===== src/smpg_map.svh =====
// register offsets, field positions, reset values and timing counts of the sleep controller
`ifndef SMPG_MAP_SVH
`define SMPG_MAP_SVH
`define SMPG_OFF_SLEEP_CTRL      12'h000
`define SMPG_OFF_POWER_GATE      12'h004
`define SMPG_OFF_SLEEP_CFG       12'h008
`define SMPG_OFF_STATUS          12'h00C
`define SMPG_SE_BIT              0
`define SMPG_SM_LSB              1
`define SMPG_SM_MSB              3
`define SMPG_RST_SLEEP_CTRL      4'h0
`define SMPG_RST_POWER_GATE      7'h00
`define SMPG_RST_SLEEP_CFG       16'h0010
`define SMPG_CFG_STARTUP_LSB     0
`define SMPG_CFG_STARTUP_MSB     15
`define SMPG_HALT_CYCLES         3'h4
`define SMPG_STANDBY_CYCLES      16'h0006
`define SMPG_NUM_PERIPH          7
`define SMPG_ADC_BIT             0
`endif


===== src/smpg_pkg.sv =====
// types shared by the sleep and power-gating controller
package smpg_pkg;
	typedef enum logic [2:0] {
		SMPG_MODE_IDLE    = 3'h0,
		SMPG_MODE_NOISE   = 3'h1,
		SMPG_MODE_PDOWN   = 3'h2,
		SMPG_MODE_STANDBY = 3'h6
	} smpg_mode_t;
	typedef enum {SMPG_ST_RUN, SMPG_ST_SLEEP, SMPG_ST_WAKE, SMPG_ST_HALT} smpg_state_t;
endpackage


===== src/smpg_ctrl.sv =====
// sleep-mode and peripheral clock-gating controller with apb register access
// Notes on behaviour
// - sleep only when enable set and instruction executed
// - wake halts core four cycles past startup
// - wake never touches register file or memory
// - reset during sleep restarts at reset vector
// - mode 000 idle stops core, program clocks
// - idle wakes on any enabled interrupt
// - converter starts conversion entering idle or noise
// - mode 001 stops io, core, program clocks
// - noise mode limited wake source set
// - mode 010 power-down stops all generated clocks
// - power-down wakes on reset, stage, level irq
// - power-down wake waits fuse startup delay
// - mode 110 crystal standby, six-cycle wake
// - gate bit stops clock, blocks register access
// - clearing gate bit resumes frozen peripheral
// - per-module gating matters in active, idle
// - enabled converter stays enabled while asleep
// - comparator off in deep modes unless reference
// - watchdog and brownout run in all modes
// - input buffers off when io, converter stopped
// - control reg: mode bits 3:1, enable bit 0
//
// The register offsets and register access over APB were chosen for this implementation.
`timescale 1ns/1ns
`include "smpg_map.svh"
module smpg_ctrl (
	input  wire logic        pclk,
	input  wire logic        presetn,
	input  wire logic        psel,
	input  wire logic        penable,
	input  wire logic        pwrite,
	input  wire logic [11:0] paddr,
	input  wire logic [31:0] pwdata,
	output logic      [31:0] prdata,
	output logic             pready,
	output logic             pslverr,
	input  wire logic        sleep_instr,
	input  wire logic        irq_any,
	input  wire logic        irq_converter_done,
	input  wire logic        irq_timer,
	input  wire logic        irq_self_program_ready,
	input  wire logic        irq_power_stage_ctrl,
	input  wire logic [3:0]  external_irq_lines,
	input  wire logic        reset_request,
	input  wire logic        crystal_selected,
	input  wire logic        converter_enabled,
	input  wire logic        comparator_uses_ref,
	input  wire logic        watchdog_enabled,
	input  wire logic        brownout_enabled,
	output logic             core_clock_en,
	output logic             program_memory_clock_en,
	output logic             peripheral_io_clock_en,
	output logic             converter_clock_en,
	output logic             fast_pll_clock_en,
	output logic             oscillator_en,
	output logic [6:0]       periph_clock_en,
	output logic [6:0]       periph_access_en,
	output logic             converter_start,
	output logic             converter_keep_on,
	output logic             comparator_force_off,
	output logic             watchdog_keep_on,
	output logic             brownout_keep_on,
	output logic             input_buffers_off,
	output logic             core_halted,
	output logic             core_restart_vector,
	output logic             core_service_irq
);
	logic [3:0]               sleep_control_reg;
	logic [6:0]               power_gate_reg;
	logic [15:0]              startup_cycles;
	smpg_pkg::smpg_state_t    state;
	smpg_pkg::smpg_mode_t     mode;
	logic [15:0]              wait_cnt;
	logic [2:0]               halt_cnt;
	logic                     wake_src;
	logic                     mode_valid;
	logic                     apb_access;
	logic                     sleep_entry;
	logic                     asleep_idle;
	logic                     gate_io;
	logic                     gate_conv;
	logic                     gate_osc;
	logic [31:0]              next_prdata;
	logic                     next_slverr;

	assign apb_access = psel && penable;
	assign mode_valid = (sleep_control_reg[`SMPG_SM_MSB:`SMPG_SM_LSB] == 3'h0)
		|| (sleep_control_reg[`SMPG_SM_MSB:`SMPG_SM_LSB] == 3'h1)
		|| (sleep_control_reg[`SMPG_SM_MSB:`SMPG_SM_LSB] == 3'h2)
		|| (sleep_control_reg[`SMPG_SM_MSB:`SMPG_SM_LSB] == 3'h6 && crystal_selected);
	assign sleep_entry = (state == smpg_pkg::SMPG_ST_RUN) && sleep_instr
		&& sleep_control_reg[`SMPG_SE_BIT] && mode_valid;

	// wake source per mode; level interrupts only outside idle
	always_comb
	begin
		case (mode)
			smpg_pkg::SMPG_MODE_IDLE:  wake_src = irq_any;
			smpg_pkg::SMPG_MODE_NOISE: wake_src = irq_converter_done || irq_timer
				|| irq_self_program_ready || (|external_irq_lines);
			smpg_pkg::SMPG_MODE_PDOWN, smpg_pkg::SMPG_MODE_STANDBY:
				wake_src = irq_power_stage_ctrl || (|external_irq_lines);
			default: wake_src = 1'b0;
		endcase
	end

	// apb register file, zero wait states
	always_comb
	begin
		next_prdata = 32'h0000_0000;
		next_slverr = 1'b0;
		case (paddr)
			`SMPG_OFF_SLEEP_CTRL: next_prdata = {28'h0000000, sleep_control_reg};
			`SMPG_OFF_POWER_GATE: next_prdata = {25'h0000000, power_gate_reg};
			`SMPG_OFF_SLEEP_CFG:  next_prdata = {16'h0000, startup_cycles};
			`SMPG_OFF_STATUS:     next_prdata = {29'h0000000, core_halted, mode_valid,
				state == smpg_pkg::SMPG_ST_SLEEP};
			default:              next_slverr = 1'b1;
		endcase
	end

	always_ff @(posedge pclk or negedge presetn)
	begin
		if (!presetn)
		begin
			prdata  <= 32'h0000_0000;
			pready  <= 1'b0;
			pslverr <= 1'b0;
		end
		else
		begin
			pready  <= psel && !penable;
			prdata  <= (psel && !penable && !pwrite) ? next_prdata : 32'h0000_0000;
			pslverr <= psel && !penable && next_slverr;
		end
	end

	// writes take effect at the access edge, pready is high then
	always_ff @(posedge pclk or negedge presetn)
	begin
		if (!presetn)
		begin
			sleep_control_reg <= `SMPG_RST_SLEEP_CTRL;
			power_gate_reg    <= `SMPG_RST_POWER_GATE;
			startup_cycles    <= `SMPG_RST_SLEEP_CFG;
		end
		else if (apb_access && pready && pwrite)
		begin
			case (paddr)
				`SMPG_OFF_SLEEP_CTRL: sleep_control_reg <= pwdata[3:0];
				`SMPG_OFF_POWER_GATE: power_gate_reg <= pwdata[6:0];
				`SMPG_OFF_SLEEP_CFG:  startup_cycles <= (pwdata[15:0] == 16'h0000) ? 16'h0001 : pwdata[15:0];
				default: ;
			endcase
		end
	end

	// sleep sequencer; register file and memory are never reset here
	always_ff @(posedge pclk or negedge presetn)
	begin
		if (!presetn)
		begin
			state    <= smpg_pkg::SMPG_ST_RUN;
			mode     <= smpg_pkg::SMPG_MODE_IDLE;
			wait_cnt <= 16'h0000;
			halt_cnt <= 3'h0;
		end
		else
		begin
			case (state)
				smpg_pkg::SMPG_ST_RUN:
					if (sleep_entry)
					begin
						state <= smpg_pkg::SMPG_ST_SLEEP;
						mode  <= smpg_pkg::smpg_mode_t'(sleep_control_reg[`SMPG_SM_MSB:`SMPG_SM_LSB]);
					end
				smpg_pkg::SMPG_ST_SLEEP:
					if (reset_request)
						state <= smpg_pkg::SMPG_ST_RUN;
					else if (wake_src)
					begin
						state <= smpg_pkg::SMPG_ST_WAKE;
						case (mode)
							smpg_pkg::SMPG_MODE_PDOWN:   wait_cnt <= startup_cycles;
							smpg_pkg::SMPG_MODE_STANDBY: wait_cnt <= `SMPG_STANDBY_CYCLES;
							default:                     wait_cnt <= 16'h0001;
						endcase
					end
				smpg_pkg::SMPG_ST_WAKE:
					if (reset_request)
						state <= smpg_pkg::SMPG_ST_RUN;
					else if (wait_cnt <= 16'h0001)
					begin
						state    <= smpg_pkg::SMPG_ST_HALT;
						halt_cnt <= `SMPG_HALT_CYCLES;
					end
					else
						wait_cnt <= wait_cnt - 16'h0001;
				smpg_pkg::SMPG_ST_HALT:
					if (reset_request || halt_cnt == 3'h1)
						state <= smpg_pkg::SMPG_ST_RUN;
					else
						halt_cnt <= halt_cnt - 3'h1;
				default: state <= smpg_pkg::SMPG_ST_RUN;
			endcase
		end
	end

	assign asleep_idle = (state == smpg_pkg::SMPG_ST_SLEEP) && (mode == smpg_pkg::SMPG_MODE_IDLE);
	assign gate_io     = (state == smpg_pkg::SMPG_ST_SLEEP) && (mode != smpg_pkg::SMPG_MODE_IDLE);
	assign gate_conv   = (state == smpg_pkg::SMPG_ST_SLEEP)
		&& (mode == smpg_pkg::SMPG_MODE_PDOWN || mode == smpg_pkg::SMPG_MODE_STANDBY);
	assign gate_osc    = (state == smpg_pkg::SMPG_ST_SLEEP) && (mode == smpg_pkg::SMPG_MODE_PDOWN);

	// clock enables for the domains, registered for glitch-free gating
	always_ff @(posedge pclk or negedge presetn)
	begin
		if (!presetn)
		begin
			core_clock_en           <= 1'b1;
			program_memory_clock_en <= 1'b1;
			peripheral_io_clock_en  <= 1'b1;
			converter_clock_en      <= 1'b1;
			fast_pll_clock_en       <= 1'b1;
			oscillator_en           <= 1'b1;
			input_buffers_off       <= 1'b0;
			comparator_force_off    <= 1'b0;
		end
		else
		begin
			core_clock_en           <= !(sleep_entry || state == smpg_pkg::SMPG_ST_SLEEP);
			program_memory_clock_en <= !(sleep_entry || state == smpg_pkg::SMPG_ST_SLEEP);
			peripheral_io_clock_en  <= !gate_io;
			converter_clock_en      <= !gate_conv;
			fast_pll_clock_en       <= !gate_conv;
			oscillator_en           <= !gate_osc;
			input_buffers_off       <= gate_io && gate_conv;
			comparator_force_off    <= gate_conv && !comparator_uses_ref;
		end
	end

	// per-peripheral gating; deep sleep stops all of them anyway
	genvar gi;
	generate
		for (gi = 0; gi < `SMPG_NUM_PERIPH; gi++)
		begin : g_periph
			always_ff @(posedge pclk or negedge presetn)
			begin
				if (!presetn)
				begin
					periph_clock_en[gi]  <= 1'b1;
					periph_access_en[gi] <= 1'b1;
				end
				else
				begin
					periph_clock_en[gi]  <= !power_gate_reg[gi] && !gate_io;
					periph_access_en[gi] <= !power_gate_reg[gi];
				end
			end
		end
	endgenerate

	// always-on helpers and core handshake
	always_ff @(posedge pclk or negedge presetn)
	begin
		if (!presetn)
		begin
			converter_start     <= 1'b0;
			converter_keep_on   <= 1'b0;
			watchdog_keep_on    <= 1'b0;
			brownout_keep_on    <= 1'b0;
			core_halted         <= 1'b0;
			core_restart_vector <= 1'b0;
			core_service_irq    <= 1'b0;
		end
		else
		begin
			converter_start <= sleep_entry && converter_enabled
				&& !power_gate_reg[`SMPG_ADC_BIT]
				&& sleep_control_reg[`SMPG_SM_MSB:`SMPG_SM_LSB + 1] == 2'h0;
			converter_keep_on   <= converter_enabled;
			watchdog_keep_on    <= watchdog_enabled;
			brownout_keep_on    <= brownout_enabled;
			core_halted         <= sleep_entry || (state != smpg_pkg::SMPG_ST_RUN
				&& !(state == smpg_pkg::SMPG_ST_HALT && halt_cnt == 3'h1));
			core_restart_vector <= state != smpg_pkg::SMPG_ST_RUN && reset_request;
			core_service_irq    <= state == smpg_pkg::SMPG_ST_HALT && halt_cnt == 3'h1
				&& !reset_request;
		end
	end

	AST_NO_SLEEP_WITHOUT_SE: assert property (@(posedge pclk) disable iff (!presetn)
		(state == smpg_pkg::SMPG_ST_RUN && sleep_instr && !sleep_control_reg[0])
			|=> state == smpg_pkg::SMPG_ST_RUN)
		else $error("sleep entered with enable clear");
	AST_HALT_FOUR: assert property (@(posedge pclk) disable iff (!presetn)
		(state == smpg_pkg::SMPG_ST_WAKE && $past(state) == smpg_pkg::SMPG_ST_WAKE
			&& wait_cnt <= 16'h0001 && !reset_request)
			##1 !reset_request [*4] |=> core_service_irq)
		else $error("interrupt not serviced four cycles after startup");
	AST_RESET_WAKE: assert property (@(posedge pclk) disable iff (!presetn)
		(state == smpg_pkg::SMPG_ST_SLEEP && reset_request) |=> core_restart_vector)
		else $error("reset during sleep not restarting");
	AST_IDLE_CLOCKS: assert property (@(posedge pclk) disable iff (!presetn)
		asleep_idle |=> (!core_clock_en && peripheral_io_clock_en && converter_clock_en))
		else $error("idle clock gating wrong");
	AST_NOISE_CLOCKS: assert property (@(posedge pclk) disable iff (!presetn)
		(state == smpg_pkg::SMPG_ST_SLEEP && mode == smpg_pkg::SMPG_MODE_NOISE)
			|=> (!peripheral_io_clock_en && converter_clock_en))
		else $error("noise mode clock gating wrong");
	AST_PDOWN_NO_TIMER_WAKE: assert property (@(posedge pclk) disable iff (!presetn)
		(state == smpg_pkg::SMPG_ST_SLEEP && mode == smpg_pkg::SMPG_MODE_PDOWN && !reset_request
			&& !irq_power_stage_ctrl && external_irq_lines == 4'h0) |=> state == smpg_pkg::SMPG_ST_SLEEP)
		else $error("power-down woke from illegal source");
	AST_STANDBY_SIX: assert property (@(posedge pclk) disable iff (!presetn)
		($rose(state == smpg_pkg::SMPG_ST_WAKE) && mode == smpg_pkg::SMPG_MODE_STANDBY
			&& oscillator_en) ##1 !reset_request [*5] |=> state == smpg_pkg::SMPG_ST_HALT)
		else $error("standby wake not six cycles");
	AST_GATE_ACCESS: assert property (@(posedge pclk) disable iff (!presetn)
		power_gate_reg[1] |=> !periph_access_en[1] && !periph_clock_en[1])
		else $error("gated peripheral still clocked");
	AST_BUFFERS_OFF: assert property (@(posedge pclk) disable iff (!presetn)
		gate_conv |=> input_buffers_off)
		else $error("input buffers left on");
	AST_RESERVED_MODE: assert property (@(posedge pclk) disable iff (!presetn)
		(sleep_instr && !mode_valid && state == smpg_pkg::SMPG_ST_RUN) |=> core_clock_en)
		else $error("reserved mode gated clocks");
	COV_IDLE_WAKE: cover property (@(posedge pclk) disable iff (!presetn)
		asleep_idle ##1 state == smpg_pkg::SMPG_ST_WAKE);
	COV_PDOWN_WAKE: cover property (@(posedge pclk) disable iff (!presetn)
		gate_osc ##1 state == smpg_pkg::SMPG_ST_WAKE);
	COV_SERVICE: cover property (@(posedge pclk) disable iff (!presetn) core_service_irq);
	COV_RESET_WAKE: cover property (@(posedge pclk) disable iff (!presetn) core_restart_vector);
	COV_STANDBY_WAKE: cover property (@(posedge pclk) disable iff (!presetn)
		(state == smpg_pkg::SMPG_ST_SLEEP && mode == smpg_pkg::SMPG_MODE_STANDBY) ##1 state == smpg_pkg::SMPG_ST_WAKE);

	// per-mode gating, helpers, wake sources and register hold, one cycle after the sampled state except the service-clock check
	AST_STANDBY_OSC_ON: assert property (@(posedge pclk) disable iff (!presetn)
		(state == smpg_pkg::SMPG_ST_SLEEP && mode == smpg_pkg::SMPG_MODE_STANDBY) |=> oscillator_en)
		else $error("standby stopped the oscillator");
	AST_PDOWN_CLOCKS: assert property (@(posedge pclk) disable iff (!presetn)
		(state == smpg_pkg::SMPG_ST_SLEEP && mode == smpg_pkg::SMPG_MODE_PDOWN)
			|=> (!oscillator_en && !converter_clock_en && !fast_pll_clock_en))
		else $error("power-down left a clock running");
	AST_COMP_REF: assert property (@(posedge pclk) disable iff (!presetn)
		(gate_conv && comparator_uses_ref) |=> !comparator_force_off)
		else $error("comparator forced off while using reference");
	AST_KEEP_ON: assert property (@(posedge pclk) disable iff (!presetn)
		(converter_enabled && watchdog_enabled && brownout_enabled)
			|=> (converter_keep_on && watchdog_keep_on && brownout_keep_on))
		else $error("always-on helper dropped");
	AST_CONV_NO_DEEP: assert property (@(posedge pclk) disable iff (!presetn)
		(sleep_entry && sleep_control_reg[3:2] != 2'h0) |=> !converter_start)
		else $error("conversion started entering deep sleep");
	AST_SERVICE_CLOCK: assert property (@(posedge pclk) disable iff (!presetn)
		core_service_irq |-> core_clock_en)
		else $error("interrupt serviced with core clock stopped");
	AST_PERIPH_DEEP: assert property (@(posedge pclk) disable iff (!presetn)
		gate_io |=> periph_clock_en == 7'h00)
		else $error("peripheral clock running in deep sleep");
	AST_RESERVED_NO_HALT: assert property (@(posedge pclk) disable iff (!presetn)
		(sleep_instr && !mode_valid && state == smpg_pkg::SMPG_ST_RUN) |=> !core_halted)
		else $error("reserved mode halted the core");
	AST_NOISE_SOURCES: assert property (@(posedge pclk) disable iff (!presetn)
		(state == smpg_pkg::SMPG_ST_SLEEP && mode == smpg_pkg::SMPG_MODE_NOISE && !reset_request && !irq_converter_done
			&& !irq_timer && !irq_self_program_ready && external_irq_lines == 4'h0) |=> state == smpg_pkg::SMPG_ST_SLEEP)
		else $error("noise mode woke from illegal source");
	AST_IDLE_WAKE: assert property (@(posedge pclk) disable iff (!presetn)
		(asleep_idle && irq_any && !reset_request) |=> state == smpg_pkg::SMPG_ST_WAKE)
		else $error("idle did not wake on interrupt");
	AST_CTRL_KEPT: assert property (@(posedge pclk) disable iff (!presetn)
		(state != smpg_pkg::SMPG_ST_RUN && !(apb_access && pwrite)) |=> $stable(sleep_control_reg))
		else $error("sleep control changed across wake");
endmodule // smpg_ctrl


===== config.mk =====
export PLATFORM = sky130hd
export DESIGN_NAME = smpg_ctrl
export DESIGN_NICKNAME = d
export VERILOG_FILES = /design/src/smpg_pkg.sv /design/src/smpg_ctrl.sv
export VERILOG_INCLUDE_DIRS = /design/src
export SDC_FILE = /design/constraint.sdc
export NUM_CORES = 1
export LEC_CHECK = 0
export ABC_AREA = 1
export BUFFER_PORTS_ARGS = -buffer_cell sky130_fd_sc_hd__buf_2
export CORE_MARGIN = 2
export CORE_UTILIZATION = 45
export DETAILED_ROUTE_END_ITERATION = 7
export PLACE_DENSITY_LB_ADDON = 0.1
export SYNTH_ARGS = -nofsm -noshare
export SYNTH_HDL_FRONTEND = slang
export SYNTH_SLANG_ARGS = --single-unit
export TNS_END_PERCENT = 30

===== constraint.sdc =====
create_clock -name pclk -period 2.13 [get_ports pclk]
set_clock_uncertainty 0.05 [all_clocks]
set_input_delay 0.426 -clock pclk [delete_from_list [all_inputs] [get_ports pclk]]
set_output_delay 0.426 -clock pclk [all_outputs]
set_load 0.02 [all_outputs]

======== Word level (Yosys, flattened, before mapping) ========
Index checks and enable logic that the tools add are counted.
storage, ports and cells
  RAM bits ................................ 0
  bits of input ports ..................... 65
  bits in latches ......................... 0
  ROM bits ................................ 0
  memories kept ........................... 0
  bits in registers ....................... 142
cells by class
  $mul .................................... 0
  reduce and logical (&&, ||, !) cells .... 77
  shifts and indexed selects .............. 0
  order comparisons ....................... 1
  equal/unequal tests ..................... 25
  muxes and demuxes ....................... 22
  div/mod/pow operators ................... 0
  add/subtract/negate cells ............... 2
  bitwise gates (word level) .............. 0
operators by type and width
  operator               number
  $mux 32                7
  $pmux 32 s4            1
  $eq 32x2->1 const B    3
  $mux 16                5
  $logic_not 32->1       2
  $pmux 16 s2            2
  $pmux 16 s4            1
  $eq 32x1->1 const B    1
  $eq 32x3->1 const B    1
  $reduce_bool 32->1     1
  $logic_and 1x1->1      29
  $eq 12x4->1 const B    2
  $le 16x1->1 const B    1
  $logic_not 1->1        16
  $logic_not 16->1       1
  $ne 2x2->1 const B     8
  $sub 16x1->16 const B  1
  $eq 12x3->1 const B    1
  $logic_not 12->1       1
  $logic_or 1x1->1       11
  $eq 3x1->1 const B     3
  $mux 3                 3
  $reduce_and 2->1       4
  $reduce_and 4->1       2
  14 further kinds       20

======== Logic depth before layout (Yosys ltp) ========
Gate-level depths: netlist of the first run.
  word-level depth ........................ 8
  mapped depth ............................ 12
  depth with buffers taken out ............ 11

======== Worst setup path before layout of the first run ========
No wires, ideal clock.
  kind .................................... reg2reg
  start point ............................. register wait_cnt[0]
  end point ............................... register wait_cnt[8]
  library setup time ...................... 0.115 ns
  data arrival time ....................... 1.424 ns
  buffers on the path ..................... 1
  stages on the path, launching flop included .. 12
  required time ........................... 1.965 ns
  path slack .............................. 0.541 ns
  cell sequence ........................... dfrtp_1 -> inv_1 -> ha_1 -> o21ai_1 -> nor2_2 -> nand2_2 -> nand2_4 -> nand2_8 -> nand2_8 -> buf_12 -> nand2_2 -> nand2_2
on the way
  cells in the longest elaborated chain, start to end .. 4
ends and longest elaborated chain
  item                    RTL line          text
  from (decl)             smpg_ctrl.sv:75   logic [15:0] wait_cnt;
  from (signal assigned)  smpg_ctrl.sv:186  smpg_pkg::SMPG_MODE_PDOWN: wait_cnt <= startup_cycles;
  from (signal assigned)  smpg_ctrl.sv:187  smpg_pkg::SMPG_MODE_STANDBY: wait_cnt <= `SMPG_STANDBY_CYCLES;
  from (signal assigned)  smpg_ctrl.sv:200  wait_cnt <= wait_cnt - 16'h0001;
  $sub 16x1->16           smpg_ctrl.sv:200
  $mux 16                 smpg_ctrl.sv:194  else if (wait_cnt <= 16'h0001)
  $mux 16                 smpg_ctrl.sv:192  if (reset_request)
  $pmux 16 s2             smpg_ctrl.sv:172  case (state)
Parallel ways exist; a longest one is shown, timed or not. The select of a mux whose other input is x is not followed.
A chain may end at the register's enable or synchronous reset.

======== Worst setup path after layout of the first run ========
  start point ............................. register wait_cnt[0]
  end point ............................... register wait_cnt[10]
Same word-level chain as after synthesis.

==> impl_metrics.json, run 1 <==
{
  "status": "complete, no violations",
  "drt_iter0_drc": 168,
  "cp_slowest_cell": "dfrtp_1",
  "multi_input_area_um2": 1980,
  "hold_path.class": "primary input to register",
  "path_buf_inv": 1,
  "period_needed_ns": 1.82,
  "yosysWarnings": 0,
  "root_buffer": "clkbuf_8",
  "grt_max_degree": 48,
  "cts.clk_slew.worst_paths_ns": 0.10,
  "drt_pass1_iterations": 5,
  "worst_hold_path.endpoint": "watchdog_keep_on",
  "clk_path_buf_depth": 2,
  "dieHeight_um": 108,
  "async_reset_ff_frac": 1.00,
  "synth_enable_flop_cells": 0,
  "core_area_um2": 10400,
  "r2r-start": "wait_cnt[0]",
  "detail-route-antenna-nets": 0,
  "grt_pass1_wl_mm": 18.8,
  "dieArea_um2": 11600,
  "ys_seq_area_frac": 0.502,
  "fill_cells": 1028,
  "avgSynthCellArea_um2": 8.58,
  "crit_path_max_incr_delay_ns": 0.42,
  "crit_top_cell": "nand2_1",
  "gr-total-overflow": 0,
  "rows": 37,
  "io_pins": 128,
  "route.detailed.drc": 0,
  "finalHoldViolCount": 0,
  "synth_cells": 563,
  "vias_per_cell": 4.88,
  "ctsResizeCount": 0,
  "finalPower_mw": 5.54,
  "setup_tns_ns": 0,
  "critical_path_required_ns": 2.36,
  "h-tree-depth": 3,
  "insertion_delay_ns": 0.38,
  "critical_path_class": "register to register",
  "seqCellArea_um2": 2430,
  "synth_cell_type_count": 42,
  "min_period_over_period": 0.852,
  "reg2reg_slack_ns": 0.31,
  "place.gp.congestion": 0.833,
  "end_kind": "register",
  "die_x_um": 108,
  "cts_sinks": 96,
  "first_global_vias": 3921,
  "worstPathCellList": "inv_1 > ha_1 > nand2_1 > nor2_1 > nand2_1 > nand2_1 > nand2_1 > nand2_1 > nand2_1 > nand3_1 > nand2_2",
  "synth_ff_type": "dfrtp_1",
  "rr_worst_depth": 11,
  "maxSlewViolCount": 0,
  "postLayoutCoreUtil": 0.539,
  "grtUsageTotal": 0.206,
  "drive_gt1_frac": 0.304,
  "holdCritStartpoint": "watchdog_enabled",
  "ys_seq_elements": 96,
  "fmax_mhz": 551,
  "cts_inserted_buffers": 9,
  "vdd_ir_drop_max_v": 0.000467,
  "cp_max_fo": 5,
  "cp.arrival_ns": 2.05,
  "setup_violations": 0,
  "r2r_end": "wait_cnt[10]",
  "antenna_found_initial": 0,
  "rsz0062_at_grt": "false",
  "power.density_nw_per_um2": 991,
  "drv_cap": 0,
  "routed_wl_mm": 11.3,
  "cp-start-kind": "register",
  "syn_area_um2": 4830,
  "drt-wirelength-per-cell_um": 14.0,
  "portBuffers": 95,
  "fin_nets": 735,
  "vias": 3939,
  "hold_depth": 1,
  "hpwl_mm": 8.28,
  "path_delay_family": "simple AND/OR/NAND/NOR gates",
  "area_delta_synth_final_pct": 15.7,
  "cts_tree": "done",
  "leakage_nw": 2.95,
  "diodes": 0,
  "reg_top3": "prdata (16), startup_cycles (16), wait_cnt (16)",
  "initial_core_util": 0.466
}
==> worst max path at each step <==
stage          depth (start not counted)      endpoint   startpoint
2_1_floorplan                         11   wait_cnt[8]  wait_cnt[0]
3_3_place_gp                           7     prdata[1]     paddr[1]
3_5_place_dp                           7     prdata[1]     paddr[1]
4_1_cts                               11  wait_cnt[10]  wait_cnt[0]
5_1_grt                               11  wait_cnt[10]  wait_cnt[0]
6_report                              11  wait_cnt[10]  wait_cnt[0]
==> kinds of logic (layout without fill, tap and decap cells) <==
kind of cell | Yosys count | in the layout | synth area share
multiplexers | 2 | 2 | 0.00466
buffers and inverters | 97 | 190 | 0.0997
other | 1 | 16 | 0.000776
flip-flops | 96 | 96 | 0.502
AND/OR/NAND/NOR | 300 | 300 | 0.302
XOR/XNOR | 3 | 3 | 0.00544
AO/OA/AOI/OAI | 60 | 60 | 0.0746
adder cells (fa/ha/maj) | 4 | 4 | 0.0104
==> placed cells by master, fill, tap and decap left out, types with 7 or more instances in the layout <==
master	n
inv_1	59
o22ai_1	17
nor2_2	8
nand3_1	43
nand2_1	128
nand2_2	24
conb_1	16
buf_2	94
o21ai_1	11
inv_2	9
o21ai_2	7
nor2_1	65
dfrtp_1	77
buf_4	7
o21ai_0	13
clkbuf_8	9
dfstp_2	19
a21oi_1	7
==> through the flow <==
step | hold slack [ns] | instance area (um^2) | cells | worst slack (ns)
after global routing | 0.0915 | 5590 | 807 | 0.186
final | 0.111 | 5590 | 807 | 0.314
after detailed placement | 0.312 | 5390 | 790 | 0.271
after CTS | 0.0991 | 5590 | 807 | 0.325
after floorplan | 0.0804 | 4890 | 578 | 0.541
after global placement | 0.310 | 5390 | 790 | 0.321
==> metal layers <==
layer	GRT usage	wire, um	vias up
met1	0.280	5130	1857
li1	-	-	1956
met5	0	0	-
met4	0.0623	175	0
met3	0.0478	617	17
met2	0.327	5340	109
==> power by group <==
| part | internal (mW) | total [mW] | switching [mW] |
|---|---|---|---|
| Combinational | 0.688 | 2.08 | 1.40 |
| Sequential | 2.09 | 2.26 | 0.175 |
| Clock | 0.505 | 1.20 | 0.690 |
| Total | 3.28 | 5.54 | 2.26 |
==> cell type report <==
type | count | area share
Timing Repair Buffer | 103 | 0.0989
Clock inverter | 5 | 0.00694
Inverter | 71 | 0.0483
Multi-Input combinational cell | 385 | 0.354
Sequential cell | 96 | 0.434
Tap cell | 136 | 0.0304
Clock buffer | 11 | 0.0273
==> cell usage after synthesis (2+ instances only) <==
cell      count  area (um^2)
mux2_1        2         22.5
o21ai_2       7         61.3
buf_2         3         15.0
xnor2_1       2         17.5
nand2_8       2         40.0
inv_2         9         33.8
dfrtp_1      77         1930
nand3_2       4         40.0
nand2_1     128          480
a21oi_1       7         35.0
nand2_2      24          150
inv_1        59          221
nor2_1       65          244
nand3b_1      2         15.0
dfstp_2      19          499
nand2_4       4         45.0
buf_6         3         33.8
o21a_1        2         15.0
buf_4        19          143
nand4_1       6         37.5
nor3_1        3         15.0
nor2_4        3         33.8
nor2_8        2         40.0
nand3_1      43          215
nor2_2        8         50.1
o21ai_1      11         55.1
nor4_1        3         18.8
o22ai_1      17          106
o21ai_0      13         65.1
ha_1          4         50.1
==> timing repair <==
| item | 4_1_cts | 5_1_grt |
|---|---|---|
| hold buffers | 1 | 0 |
| hold endpoints to repair | 18 | 0 |
| setup buffers | 0 | 0 |
(Power assumes the default switching activity.)
==> run 2: changes to the inputs <==
==> constraint.sdc (replaced) <==
create_clock -name pclk -period 1.97 [get_ports pclk]
set_clock_uncertainty 0.05 [all_clocks]
set_input_delay 0.394 -clock pclk [delete_from_list [all_inputs] [get_ports pclk]]
set_output_delay 0.394 -clock pclk [all_outputs]
set_load 0.02 [all_outputs]
==> run 2 against run 1 <==
Against the previous run:
- via count shrank 2.2%
- sequential share of layout area down 0.34 points
- critical path type unchanged
- core utilization up 0.42 points
- critical path depth did not move
- highest routed layer unchanged
- sequential cell count did not move
- design area rose by 0.78%
- largest cell class unchanged
==> impl_metrics.json, run 2 (same netlist as run 1, synthesis figures left out) <==
{
  "place_area_um2": 5420,
  "rr_worst_depth": 11,
  "h-tree-depth": 3,
  "grt_pass1_wl_mm": 18.2,
  "reg2reg_slack_ns": 0.23,
  "drt_pass1_iterations": 4,
  "clk_path_buf_depth": 2,
  "vdd_ir_drop_max_v": 0.000548,
  "leakage_nw": 2.98,
  "cts.clk_slew.worst_paths_ns": 0.09,
  "gr-total-overflow": 0,
  "portBuffers": 95,
  "rsz0062_at_grt": "false",
  "core_area_um2": 10400,
  "setup_tns_ns": 0,
  "die_x_um": 108,
  "min_period_over_period": 0.882,
  "cp-start-kind": "register",
  "antenna_found_initial": 0,
  "diodes": 0,
  "grtUsageTotal": 0.202,
  "vias": 3851,
  "postLayoutCoreUtil": 0.543,
  "power.density_nw_per_um2": 1070,
  "detail-route-antenna-nets": 0,
  "io_pins": 128,
  "period_needed_ns": 1.74,
  "rows": 37,
  "ctsResizeCount": 0,
  "dieArea_um2": 11600,
  "vias_per_cell": 4.76,
  "area_delta_synth_final_pct": 16.6,
  "cp-startpoint": "wait_cnt[0]",
  "setup_violations": 0,
  "hold_path.class": "primary input to register",
  "cp_max_fo": 5,
  "hpwl_mm": 8.10,
  "r2r-start": "wait_cnt[0]",
  "hold_slack_ns": 0.0906,
  "finalHoldViolCount": 0,
  "dp_slack_ns": 0.227,
  "end_kind": "register",
  "reg_top3": "prdata (16), startup_cycles (16), wait_cnt (16)",
  "fill_cells": 1037,
  "fmax_mhz": 575,
  "critical_path_required_ns": 2.18,
  "fin_nets": 737,
  "r2r_end": "wait_cnt[10]",
  "cts_sinks": 96,
  "status": "complete, no violations",
  "route.detailed.drc": 0,
  "drt_iter0_drc": 185,
  "cp-endpoint": "wait_cnt[10]",
  "timing.final.ws_setup_ns": 0.232,
  "finalPower_mw": 6.05,
  "dieHeight_um": 108,
  "cts_inserted_buffers": 9,
  "initial_core_util": 0.466,
  "critical_path_class": "register to register",
  "drive_gt1_frac": 0.306,
  "placed_cells": 792,
  "final-instance-count-excl-fill": 809,
  "cts_tree": "done",
  "first_global_vias": 3749,
  "root_buffer": "clkbuf_8",
  "maxSlewViolCount": 0,
  "fin_area_um2": 5640,
  "drt-wirelength-per-cell_um": 13.5,
  "cp.arrival_ns": 1.95,
  "grt_max_degree": 39,
  "routed_wl_mm": 10.9,
  "insertion_delay_ns": 0.35,
  "final_cell_mix": "nand2_1 (128), buf_2 (94), dfrtp_1 (77)",
  "place.gp.congestion": 0.840,
  "final_common_cell": "nand2_1",
  "drv_cap": 0
}
==> run 2: repair_timing <==
| item | CTS | global route |
|---|---|---|
| endpoints found under the hold margin | 21 | 0 |
| buffers inserted | 0 | 0 |
| hold buffers | 1 | 0 |
==> run 2: layout make-up <==
type | count | area [um^2] | share of cell area
Inverter | 71 | 270 | 0.0480
Multi-Input combinational cell | 385 | 1980 | 0.351
Tap cell | 136 | 170 | 0.0302
Clock buffer | 12 | 155 | 0.0275
Timing Repair Buffer | 105 | 581 | 0.103
Clock inverter | 4 | 52.6 | 0.00933
Sequential cell | 96 | 2430 | 0.431
==> run 2: worst min path at each step <==
| stage | endpoint | slack [ns] | start | depth (start not counted) |
|---|---|---|---|---|
| 2_1_floorplan | brownout_keep_on | 0.05 | presetn | 0 |
| 3_3_place_gp | power_gate_reg[1] | 0.31 | presetn | 1 |
| 3_5_place_dp | power_gate_reg[2] | 0.32 | presetn | 1 |
| 4_1_cts | brownout_keep_on | 0.07 | brownout_enabled | 1 |
| 5_1_grt | brownout_keep_on | 0.07 | brownout_enabled | 1 |
| 6_report | brownout_keep_on | 0.09 | brownout_enabled | 1 |
==> run 2: critical path, cell delays in order, from the launching register on <==
cell and delay, ns:
dfrtp_1 0.43, inv_1 0.09, ha_1 0.24, nand2_1 0.14
nor2_1 0.28, nand2_1 0.08, nand2_1 0.06, nand2_1 0.05
nand2_1 0.05, nand2_1 0.04, nand3_1 0.08, nand2_2 0.05
==> run 2: routing by layer <==
layer / up-vias / track usage / part of all wire
met5: - / 0 / 0
met4: 0 / 0.0504 / 0.010
met3: 10 / 0.0381 / 0.038
met2: 77 / 0.324 / 0.48
met1: 1799 / 0.282 / 0.47
li1: 1965 / - / -
==> run 2: power breakdown <==
part           switching [mW]  leakage, nW  internal, mW
registers               0.191         1.18          2.26
clock network           0.688        0.107         0.663
logic                    1.50         1.69         0.757
total                    2.38         2.98          3.68
